`src/hpsm_regs.vh`:
```
// constants for the host power state manager
`ifndef HPSM_REGS_VH
`define HPSM_REGS_VH
// host-selectable led modes while on
`define HPSM_LED_OFF 2'h0
`define HPSM_LED_ON 2'h1
`define HPSM_LED_PULSE 2'h2
`define HPSM_LED_FLASH 2'h3
`define HPSM_LED_MODE_RST 2'h1
// default 7-bit target address
`define HPSM_I2C_ADDR_RST 7'h43
// power states
`define HPSM_ST_OFF 3'h0
`define HPSM_ST_BOOT 3'h1
`define HPSM_ST_ON 3'h2
`define HPSM_ST_SHDN 3'h3
`define HPSM_ST_WAIT 3'h4
// tick rate and default timings, in ticks
`define HPSM_CLK_HZ 40000000
`define HPSM_TICK_HZ 1000
`define HPSM_TICK_DIV (`HPSM_CLK_HZ / `HPSM_TICK_HZ)
`define HPSM_HOLD_TICKS 2000
`define HPSM_PULSE_TICKS 1000
`define HPSM_FLASH_TICKS 600
`define HPSM_FLASH_HALF 50
`define HPSM_OFF_DELAY_TICKS 2000
`endif

```
`src/hpsm_pwm.v`:
```
// led brightness pwm generator
`timescale 1ns/10ps
module hpsm_pwm #(
  parameter W = 8
) (
  core_clk,
  sys_rst,
  level,
  pwm_out
);
  input wire core_clk;
  input wire sys_rst;
  input wire [W-1:0] level;
  output reg pwm_out;

  reg [W-1:0] cnt_reg;

  always @(posedge core_clk) begin
    if (sys_rst) begin
      cnt_reg <= {W{1'b0}};
      pwm_out <= 1'b0;
    end else begin
      cnt_reg <= cnt_reg + {{(W-1){1'b0}}, 1'b1};
      pwm_out <= (cnt_reg < level);
    end
  end
endmodule // hpsm_pwm

```
`src/hpsm_core.v`:
```
// power state sequencer with touch, led and voltage supervision
`timescale 1ns/10ps
`include "hpsm_regs.vh"

// Functional notes
// RULE_01: act only after full press-and-hold
// RULE_02: led brightness ramps during hold
// RULE_03: ignore touch while booting or shutting
// RULE_04: slow pulse during boot and shutdown
// RULE_05: quick flash on touch while busy
// RULE_06: depleted battery requests shutdown, then cut
// RULE_07: returning power keeps host powered
// RULE_08: no auto boot by default
// RULE_09: auto boot on power return
// RULE_10: auto boot keeps host running
// RULE_11: refuse turn-on when battery depleted
// RULE_12: refuse turn-on when externally powered
// RULE_13: pulse until daemon reports running
// RULE_14: steady led when daemon runs
// RULE_15: compare voltages against programmable thresholds
// RULE_16: auto shutdown after usb absence time
// RULE_17: wake timer boots host after interval
// RULE_18: detect host shutdown completion
// RULE_19: target address default 0x43, configurable
// RULE_20: host led code selects on-state led
// RULE_21: timings are parameters in ticks
module hpsm_core #(
  parameter VW = 12,
  parameter TICK_DIV = `HPSM_TICK_DIV,
  parameter HOLD_TICKS = `HPSM_HOLD_TICKS, // RULE_21
  parameter PULSE_TICKS = `HPSM_PULSE_TICKS,
  parameter FLASH_TICKS = `HPSM_FLASH_TICKS,
  parameter FLASH_HALF = `HPSM_FLASH_HALF,
  parameter OFF_DELAY_TICKS = `HPSM_OFF_DELAY_TICKS
) (
  core_clk,
  sys_rst,
  touch_pin,
  host_running_pin,
  host_halted_pin,
  host_ext_power_pin,
  vusb_meas,
  vbat_meas,
  vout_meas,
  vusb_present_thr,
  vbat_boot_thr,
  vbat_shdn_thr,
  vbat_min_thr,
  auto_boot_en,
  auto_shdn_en,
  auto_shdn_ticks,
  wake_en,
  wake_ticks,
  led_mode,
  i2c_addr_wr,
  i2c_addr_in,
  i2c_addr,
  host_power_en,
  shutdown_req,
  power_status_led,
  charge_en,
  charging_indicator_led,
  power_state,
  vout_ok,
  touch_hist
);
  input wire core_clk;
  input wire sys_rst;
  input wire touch_pin;
  input wire host_running_pin;
  input wire host_halted_pin;
  input wire host_ext_power_pin;
  input wire [VW-1:0] vusb_meas;
  input wire [VW-1:0] vbat_meas;
  input wire [VW-1:0] vout_meas;
  input wire [VW-1:0] vusb_present_thr;
  input wire [VW-1:0] vbat_boot_thr;
  input wire [VW-1:0] vbat_shdn_thr;
  input wire [VW-1:0] vbat_min_thr;
  input wire auto_boot_en;
  input wire auto_shdn_en;
  input wire [15:0] auto_shdn_ticks;
  input wire wake_en;
  input wire [31:0] wake_ticks;
  input wire [1:0] led_mode;
  input wire i2c_addr_wr;
  input wire [6:0] i2c_addr_in;
  output reg [6:0] i2c_addr;
  output reg host_power_en;
  output reg shutdown_req;
  output wire power_status_led;
  output reg charge_en;
  output reg charging_indicator_led;
  output reg [2:0] power_state;
  output reg vout_ok;
  output reg [3:0] touch_hist;

  // ----------------------------------------------------------------
  // input synchronisers
  // ----------------------------------------------------------------
  reg [3:0] sync1_reg;
  reg [3:0] sync2_reg;
  always @(posedge core_clk) begin
    if (sys_rst) begin
      sync1_reg <= 4'h0;
      sync2_reg <= 4'h0;
    end else begin
      sync1_reg <= {host_ext_power_pin, host_halted_pin, host_running_pin, touch_pin};
      sync2_reg <= sync1_reg;
    end
  end
  wire touch_s = sync2_reg[0];
  wire running_s = sync2_reg[1];
  wire halted_s = sync2_reg[2];
  wire ext_s = sync2_reg[3];

  // ----------------------------------------------------------------
  // system tick
  // ----------------------------------------------------------------
  reg [31:0] div_reg;
  reg tick;
  always @(posedge core_clk) begin
    if (sys_rst) begin
      div_reg <= 32'h0000_0000;
      tick <= 1'b0;
    end else if (div_reg == TICK_DIV - 1) begin
      div_reg <= 32'h0000_0000;
      tick <= 1'b1;
    end else begin
      div_reg <= div_reg + 32'h0000_0001;
      tick <= 1'b0;
    end
  end

  // ----------------------------------------------------------------
  // voltage comparisons
  // ----------------------------------------------------------------
  wire usb_ok = (vusb_meas >= vusb_present_thr); // RULE_15
  wire bat_boot_ok = (vbat_meas >= vbat_boot_thr); // RULE_15
  wire bat_low = (vbat_meas < vbat_shdn_thr) && !usb_ok; // RULE_06 RULE_15
  wire bat_dead = (vbat_meas < vbat_min_thr) && !usb_ok; // RULE_15
  wire boot_allowed = (usb_ok || bat_boot_ok) && !ext_s;

  // ----------------------------------------------------------------
  // touch hold tracking
  // ----------------------------------------------------------------
  reg [31:0] hold_reg;
  reg hold_done_reg;
  reg touch_d_reg;
  wire touch_rise = touch_s && !touch_d_reg;
  always @(posedge core_clk) begin
    if (sys_rst) begin
      hold_reg <= 32'h0000_0000;
      hold_done_reg <= 1'b0;
      touch_d_reg <= 1'b0;
      touch_hist <= 4'h0;
    end else begin
      touch_d_reg <= touch_s;
      if (tick) begin
        touch_hist <= {touch_hist[2:0], touch_s};
      end
      // release resets the hold so short touches never count
      if (!touch_s) begin
        hold_reg <= 32'h0000_0000; // RULE_01
        hold_done_reg <= 1'b0;
      end else if (tick && !hold_done_reg) begin
        if (hold_reg == HOLD_TICKS - 1) begin
          hold_done_reg <= 1'b1; // RULE_01
        end
        hold_reg <= hold_reg + 32'h0000_0001;
      end
    end
  end
  // fires once per hold, the tick the delay completes
  wire hold_fire = tick && touch_s && !hold_done_reg && (hold_reg == HOLD_TICKS - 1);

  // ----------------------------------------------------------------
  // power state machine
  // ----------------------------------------------------------------
  reg [31:0] tmr_reg;
  reg [15:0] usb_gone_reg;
  reg [31:0] wake_reg;
  reg flash_req;
  reg usb_d_reg;
  wire usb_return = usb_ok && !usb_d_reg;
  wire busy = (power_state == `HPSM_ST_BOOT) || (power_state == `HPSM_ST_SHDN) ||
    (power_state == `HPSM_ST_WAIT);

  always @(posedge core_clk) begin
    if (sys_rst) begin
      power_state <= `HPSM_ST_OFF;
      host_power_en <= 1'b0;
      shutdown_req <= 1'b0;
      tmr_reg <= 32'h0000_0000;
      usb_gone_reg <= 16'h0000;
      wake_reg <= 32'h0000_0000;
      flash_req <= 1'b0;
      usb_d_reg <= 1'b0;
    end else begin
      usb_d_reg <= usb_ok;
      flash_req <= 1'b0;
      if (touch_rise && busy) begin
        flash_req <= 1'b1; // RULE_05
      end
      case (power_state)
        `HPSM_ST_OFF: begin
          host_power_en <= 1'b0;
          shutdown_req <= 1'b0;
          if (tick && wake_en && wake_reg != 32'h0000_0000) begin
            wake_reg <= wake_reg - 32'h0000_0001;
          end
          if (hold_fire && !boot_allowed) begin
            flash_req <= 1'b1; // RULE_11 RULE_12
          end else if (hold_fire ||
              (auto_boot_en && usb_return && !ext_s) || // RULE_08 RULE_09
              (auto_boot_en && boot_allowed) || // RULE_10
              (wake_en && wake_reg == 32'h0000_0001 && tick && boot_allowed)) begin // RULE_17
            power_state <= `HPSM_ST_BOOT;
            host_power_en <= 1'b1;
          end
        end
        `HPSM_ST_BOOT: begin // RULE_03
          // stays here until the daemon reports running or the battery is dead
          if (bat_dead) begin
            power_state <= `HPSM_ST_OFF;
            host_power_en <= 1'b0;
          end else if (running_s) begin
            power_state <= `HPSM_ST_ON; // RULE_13
          end
        end
        `HPSM_ST_ON: begin
          // input power returning keeps host powered, charger takes over
          host_power_en <= 1'b1; // RULE_07
          if (usb_ok) begin
            usb_gone_reg <= 16'h0000;
          end else if (tick && usb_gone_reg != 16'hffff) begin
            usb_gone_reg <= usb_gone_reg + 16'h0001;
          end
          if (hold_fire || bat_low || // RULE_06
              (auto_shdn_en && !usb_ok && usb_gone_reg >= auto_shdn_ticks)) begin // RULE_16
            power_state <= `HPSM_ST_SHDN;
            shutdown_req <= 1'b1;
          end
        end
        `HPSM_ST_SHDN: begin
          if (halted_s || bat_dead) begin
            power_state <= `HPSM_ST_WAIT; // RULE_18
            tmr_reg <= 32'h0000_0000;
          end
        end
        default: begin
          // grace time after halt before cutting the rail
          if (tick) begin
            tmr_reg <= tmr_reg + 32'h0000_0001;
          end
          if (tmr_reg >= OFF_DELAY_TICKS) begin
            power_state <= `HPSM_ST_OFF; // RULE_06
            host_power_en <= 1'b0;
            shutdown_req <= 1'b0;
            usb_gone_reg <= 16'h0000;
            wake_reg <= wake_ticks; // RULE_17
          end
        end
      endcase
    end
  end

  // ----------------------------------------------------------------
  // charger and address
  // ----------------------------------------------------------------
  always @(posedge core_clk) begin
    if (sys_rst) begin
      charge_en <= 1'b0;
      charging_indicator_led <= 1'b0;
      i2c_addr <= `HPSM_I2C_ADDR_RST; // RULE_19
      vout_ok <= 1'b0;
    end else begin
      charge_en <= usb_ok; // RULE_07
      charging_indicator_led <= usb_ok && !bat_boot_ok;
      vout_ok <= (vout_meas >= vbat_min_thr);
      if (i2c_addr_wr) begin
        i2c_addr <= i2c_addr_in; // RULE_19
      end
    end
  end

  // ----------------------------------------------------------------
  // led pattern generation
  // ----------------------------------------------------------------
  reg [31:0] pulse_reg;
  reg [31:0] flash_reg;
  reg [7:0] level_reg;
  reg [7:0] level_next;
  wire [31:0] half_p = PULSE_TICKS / 2;
  wire [31:0] tri_p = (pulse_reg < half_p) ? pulse_reg : (PULSE_TICKS - 1 - pulse_reg);
  wire [31:0] tri_s = (tri_p * 255) / (half_p == 0 ? 1 : half_p);
  wire [31:0] ramp_s = (hold_reg * 255) / HOLD_TICKS;
  wire flash_on = ((flash_reg / FLASH_HALF) % 2) == 1;
  // host fast flash reuses the refusal half period on the pulse counter, so it only shows while PULSE_TICKS exceeds FLASH_HALF
  wire fast_on = ((pulse_reg / FLASH_HALF) % 2) == 1;
  always @(posedge core_clk) begin
    if (sys_rst) begin
      pulse_reg <= 32'h0000_0000;
      flash_reg <= 32'h0000_0000;
      level_reg <= 8'h00;
    end else begin
      if (tick) begin
        pulse_reg <= (pulse_reg >= PULSE_TICKS - 1) ? 32'h0000_0000 : pulse_reg + 32'h0000_0001;
      end
      if (flash_req) begin
        flash_reg <= FLASH_TICKS; // RULE_05
      end else if (tick && flash_reg != 32'h0000_0000) begin
        flash_reg <= flash_reg - 32'h0000_0001;
      end
      level_reg <= level_next;
    end
  end
  always @* begin
    level_next = 8'h00;
    if (flash_reg != 32'h0000_0000) begin
      level_next = flash_on ? 8'hff : 8'h00; // RULE_05 RULE_11 RULE_12
    end else if (busy) begin
      level_next = tri_s[7:0]; // RULE_04 RULE_13
    end else if (touch_s && !hold_done_reg) begin
      level_next = ramp_s[7:0]; // RULE_02
    end else if (power_state == `HPSM_ST_ON) begin
      case (led_mode) // RULE_20
        `HPSM_LED_OFF: level_next = 8'h00;
        `HPSM_LED_ON: level_next = 8'hff; // RULE_14
        `HPSM_LED_PULSE: level_next = tri_s[7:0];
        default: level_next = fast_on ? 8'hff : 8'h00; // RULE_20
      endcase
    end
  end

  hpsm_pwm #(.W(8)) u_pwm (
    .core_clk(core_clk),
    .sys_rst(sys_rst),
    .level(level_reg),
    .pwm_out(power_status_led)
  );
endmodule // hpsm_core

```
`config.mk`:
```
export PLATFORM = sky130hd
export DESIGN_NAME = hpsm_core
export DESIGN_NICKNAME = d
export VERILOG_FILES = /design/src/hpsm_pwm.v /design/src/hpsm_core.v
export VERILOG_INCLUDE_DIRS = /design/src
export SDC_FILE = /design/constraint.sdc
export NUM_CORES = 2
export LEC_CHECK = 0
export ABC_CLOCK_PERIOD_IN_PS = 67000
export CAP_MARGIN = 20
export CORE_ASPECT_RATIO = 0.8
export CORE_MARGIN = 4
export CORE_UTILIZATION = 50
export CTS_CLUSTER_SIZE = 25
export DETAILED_ROUTE_END_ITERATION = 8
export DONT_BUFFER_PORTS = 1
export PLACE_DENSITY_LB_ADDON = 0.05
export SYNTH_ARGS = -nofsm -noshare
export SYNTH_HDL_FRONTEND = slang
export SYNTH_SLANG_ARGS = --single-unit
```
`constraint.sdc`:
```
create_clock -name core_clk -period 67 [get_ports core_clk]
set_input_delay 6.7 -clock core_clk [delete_from_list [all_inputs] [get_ports core_clk]]
set_output_delay 6.7 -clock core_clk [all_outputs]
set_load 0.005 [all_outputs]
```
==> flow_summary.json <==
{
  "ios": 171,
  "cp.arrival_ns": 26.30,
  "cts_hold_buf": 0,
  "p_clk_share_pct": 45.6,
  "area_growth_pct": 2.40,
  "r2r_slack_ns": 41.19,
  "synth_area_leaders": "fa_1 (11%), dfxtp_1 (11%), ha_1 (5.4%)",
  "p_leak_uw": 0.0200,
  "synth_top_area_cell": "fa_1",
  "required_ns": 67.49,
  "hold_depth": 1,
  "cts_tree": "yes",
  "die_height_um": 287,
  "p_per_area_mw_per_mm2": 7.39,
  "peakVddDrop_mv": 0.0159,
  "critPathTopFamily": "compound AO/OA/AOI/OAI gates",
  "avgRoutedWirePerCell_um": 17.3,
  "start_kind": "register",
  "synth.avg_cell_area_um2": 7.74,
  "slew_violations": 0,
  "placement_rows": 101,
  "via_per_inst": 6.26,
  "finalCritPeriodShare_pct": 38.5,
  "timing.setup.tns_ns": 0,
  "slew_headroom_pct": 30.1,
  "grt_util_all_layers_pct": 23.8,
  "end_kind": "register",
  "pwr-share-seq_pct": 43.1,
  "start_util_pct": 50.8,
  "combinationalPowerShare_pct": 11.2,
  "drive_gt1_share_pct": 8.71,
  "r2r_start": "pulse_reg[3]$_SDFFE_PP0P_",
  "cp_slowest_stage_delay_ns": 0.81,
  "synth_ff_type": "dfxtp_1",
  "synth_fp_nets": 6890,
  "grt_max_degree": 94,
  "cpMaxStageDelayCell": "xnor2_1",
  "ff2ff_path_depth": 77,
  "min_from": "sync1_reg[1]$_SDFF_PP0_",
  "synthesis.area_mm2": 0.0485,
  "crit_type": "reg -> reg",
  "root_buffer": "clkbuf_16",
  "ant_nets": 0,
  "syn_inst": 6266,
  "die_w_um": 356,
  "htreeDepth": 1,
  "port_buffers": 0,
  "drtIter0Drc": 4306,
  "drv_cap": 0,
  "place.gp.congestion": 0.925,
  "ys_ff_latch": 256,
  "route.detailed.drc": 0,
  "preCtsSetupSlack_ns": 41.51,
  "final_common_cell": "nor2_1",
  "grt_overflow": 0,
  "status": "complete, no violations",
  "ys_types": 179,
  "r2r-end": "level_reg[0]$_SDFF_PP0_",
  "layout_common_cells": "nor2_1 (629), nand2_1 (448), a21oi_1 (381), inv_1 (374), o21ai_0 (305)",
  "fin_crit_ns": 25.81,
  "yosysTopAreaCellShare_pct": 10.8,
  "worst_pin_slew_ns": 1.04,
  "antennaDiodeCount": 0,
  "clock_path_buffers": 3,
  "cts-resized-gates": 0,
  "finalWorstSetupSlack_ns": 41.19,
  "drt_wl_total_um": 128000,
  "fin_nets": 6712,
  "cts_made_buffers": 29,
  "core_mm2": 0.0955,
  "setup_viol": 0,
  "first_global_vias": 41013,
  "clkLatencyLatePin_ns": 0.58,
  "synth-edff-count": 0,
  "dp_hpwl_um": 101000,
  "clock_skew_ns": 0.0150,
  "rsz0062_at_grt": "false",
  "cts.sinks": 256,
  "hold_viol_final": 0,
  "sw_frac_of_total_pct": 26.3,
  "crit_buf_inv": 3,
  "synth-seq-area-share_pct": 10.6,
  "switchingPower_uw": 96.6,
  "antenna_found_initial": 1,
  "max_freq_mhz": 38.7,
  "hold_class": "reg -> reg",
  "async_flop_share_pct": 0,
  "grt_pass1_wl_um": 212000,
  "vias": 46273,
  "die-area_mm2": 0.102,
  "ys_warn_count": 0,
  "holdPathEnd": "sync2_reg[1]$_SDFF_PP0_",
  "drt_pass1_iterations": 6,
  "post_cts.repair.setup_buffers": 0,
  "path_max_fanout": 19,
  "p_int_uw": 270,
  "cts.clk_slew.worst_paths_ns": 0.06
}
## kinds of logic (layout without fill, tap and decap cells)
| kind of cell | count (synthesis) | after routing | share of synthesized area [%] |
|---|---|---|---|
| AND/OR/NAND/NOR | 2278 | 2278 | 23.7 |
| adder cells (fa/ha/maj) | 494 | 494 | 16.7 |
| flip-flops | 256 | 256 | 10.6 |
| multiplexers | 171 | 171 | 3.84 |
| AO/OA/AOI/OAI | 2005 | 2005 | 30.6 |
| buffers and inverters | 634 | 475 | 6.64 |
| XOR/XNOR | 428 | 428 | 7.90 |
## power groups by stage
stage	Sequential [µW]	Clock [µW]	Combinational [µW]
final	158	167	41.3
after global routing	159	178	47.2
after CTS	158	172	41.3
after detailed placement	162	0	40.9
after global placement	162	0	40.3
after floorplan	160	0	33.4
## per-layer routing
| metal | track usage [%] | share of wire (%) | vias up |
|---|---|---|---|
| met2 | 33.8 | 41 | 1277 |
| met1 | 39.2 | 53 | 22005 |
| met3 | 1.99 | 5.4 | 88 |
| li1 | - | - | 22903 |
| met4 | 2.81 | 1.0 | 0 |
| met5 | 0 | 0 | - |
## worst register-to-register path: cells and delay by family (launching register included)
family | cells | cell delay (ns)
buffers and inverters | 3 | 0.86
flip-flops | 1 | 0.69
multiplexers | 7 | 3.01
AND/OR/NAND/NOR | 23 | 4.99
adder cells (fa/ha/maj) | 7 | 3.35
XOR/XNOR | 3 | 1.77
AO/OA/AOI/OAI | 34 | 11.07
## stage by stage
| stage | area, µm² | power, µW | utilization, % | cells | hold WS, ns |
|---|---|---|---|---|---|
| after CTS | 49600 | 372 | 51.9 | 7390 | 0.434 |
| after global routing | 49700 | 383 | 52.0 | 7394 | 0.436 |
| after global placement | 48600 | 202 | 50.9 | 7340 | 0.418 |
| after detailed placement | 48600 | 203 | 50.9 | 7340 | 0.425 |
| after floorplan | 48500 | 193 | - | 6266 | 0.414 |
| final | 49700 | 367 | 52.0 | 7394 | 0.429 |
## synth_stat cells, types with 87 or more instances
cell type	instances
nor2_1	629
nand2_1	448
a21oi_1	381
inv_1	374
o21ai_0	305
xnor2_1	300
fa_1	262
dfxtp_1	256
nand3_1	246
ha_1	211
nor3_1	183
xor2_1	118
mux2i_1	103
clkbuf_1	100
and3_1	94
a31oi_1	87
## worst max path at each step
stage                          startpoint                       to  slack, ns  depth (start not counted)
2_1_floorplan  pulse_reg[10]$_SDFFE_PP0P_  level_reg[0]$_SDFF_PP0_      45.71                         83
3_3_place_gp    pulse_reg[3]$_SDFFE_PP0P_  level_reg[0]$_SDFF_PP0_      42.02                         76
3_5_place_dp    pulse_reg[3]$_SDFFE_PP0P_  level_reg[0]$_SDFF_PP0_      41.51                         77
4_1_cts         pulse_reg[3]$_SDFFE_PP0P_  level_reg[0]$_SDFF_PP0_      41.46                         77
5_1_grt         pulse_reg[3]$_SDFFE_PP0P_  level_reg[0]$_SDFF_PP0_      39.27                         75
6_report        pulse_reg[3]$_SDFFE_PP0P_  level_reg[0]$_SDFF_PP0_      41.19                         77
## cell type report
| cell class | instances | area, µm² |
|---|---|---|
| Tap cell | 1287 | 1610 |
| Sequential cell | 256 | 5120 |
| Fill cell | 9400 | 45900 |
| Inverter | 387 | 1450 |
| Clock inverter | 13 | 179 |
| Timing Repair Buffer | 38 | 305 |
| Multi-Input combinational cell | 5376 | 40200 |
| Clock buffer | 37 | 816 |
(Power assumes the default switching activity.)
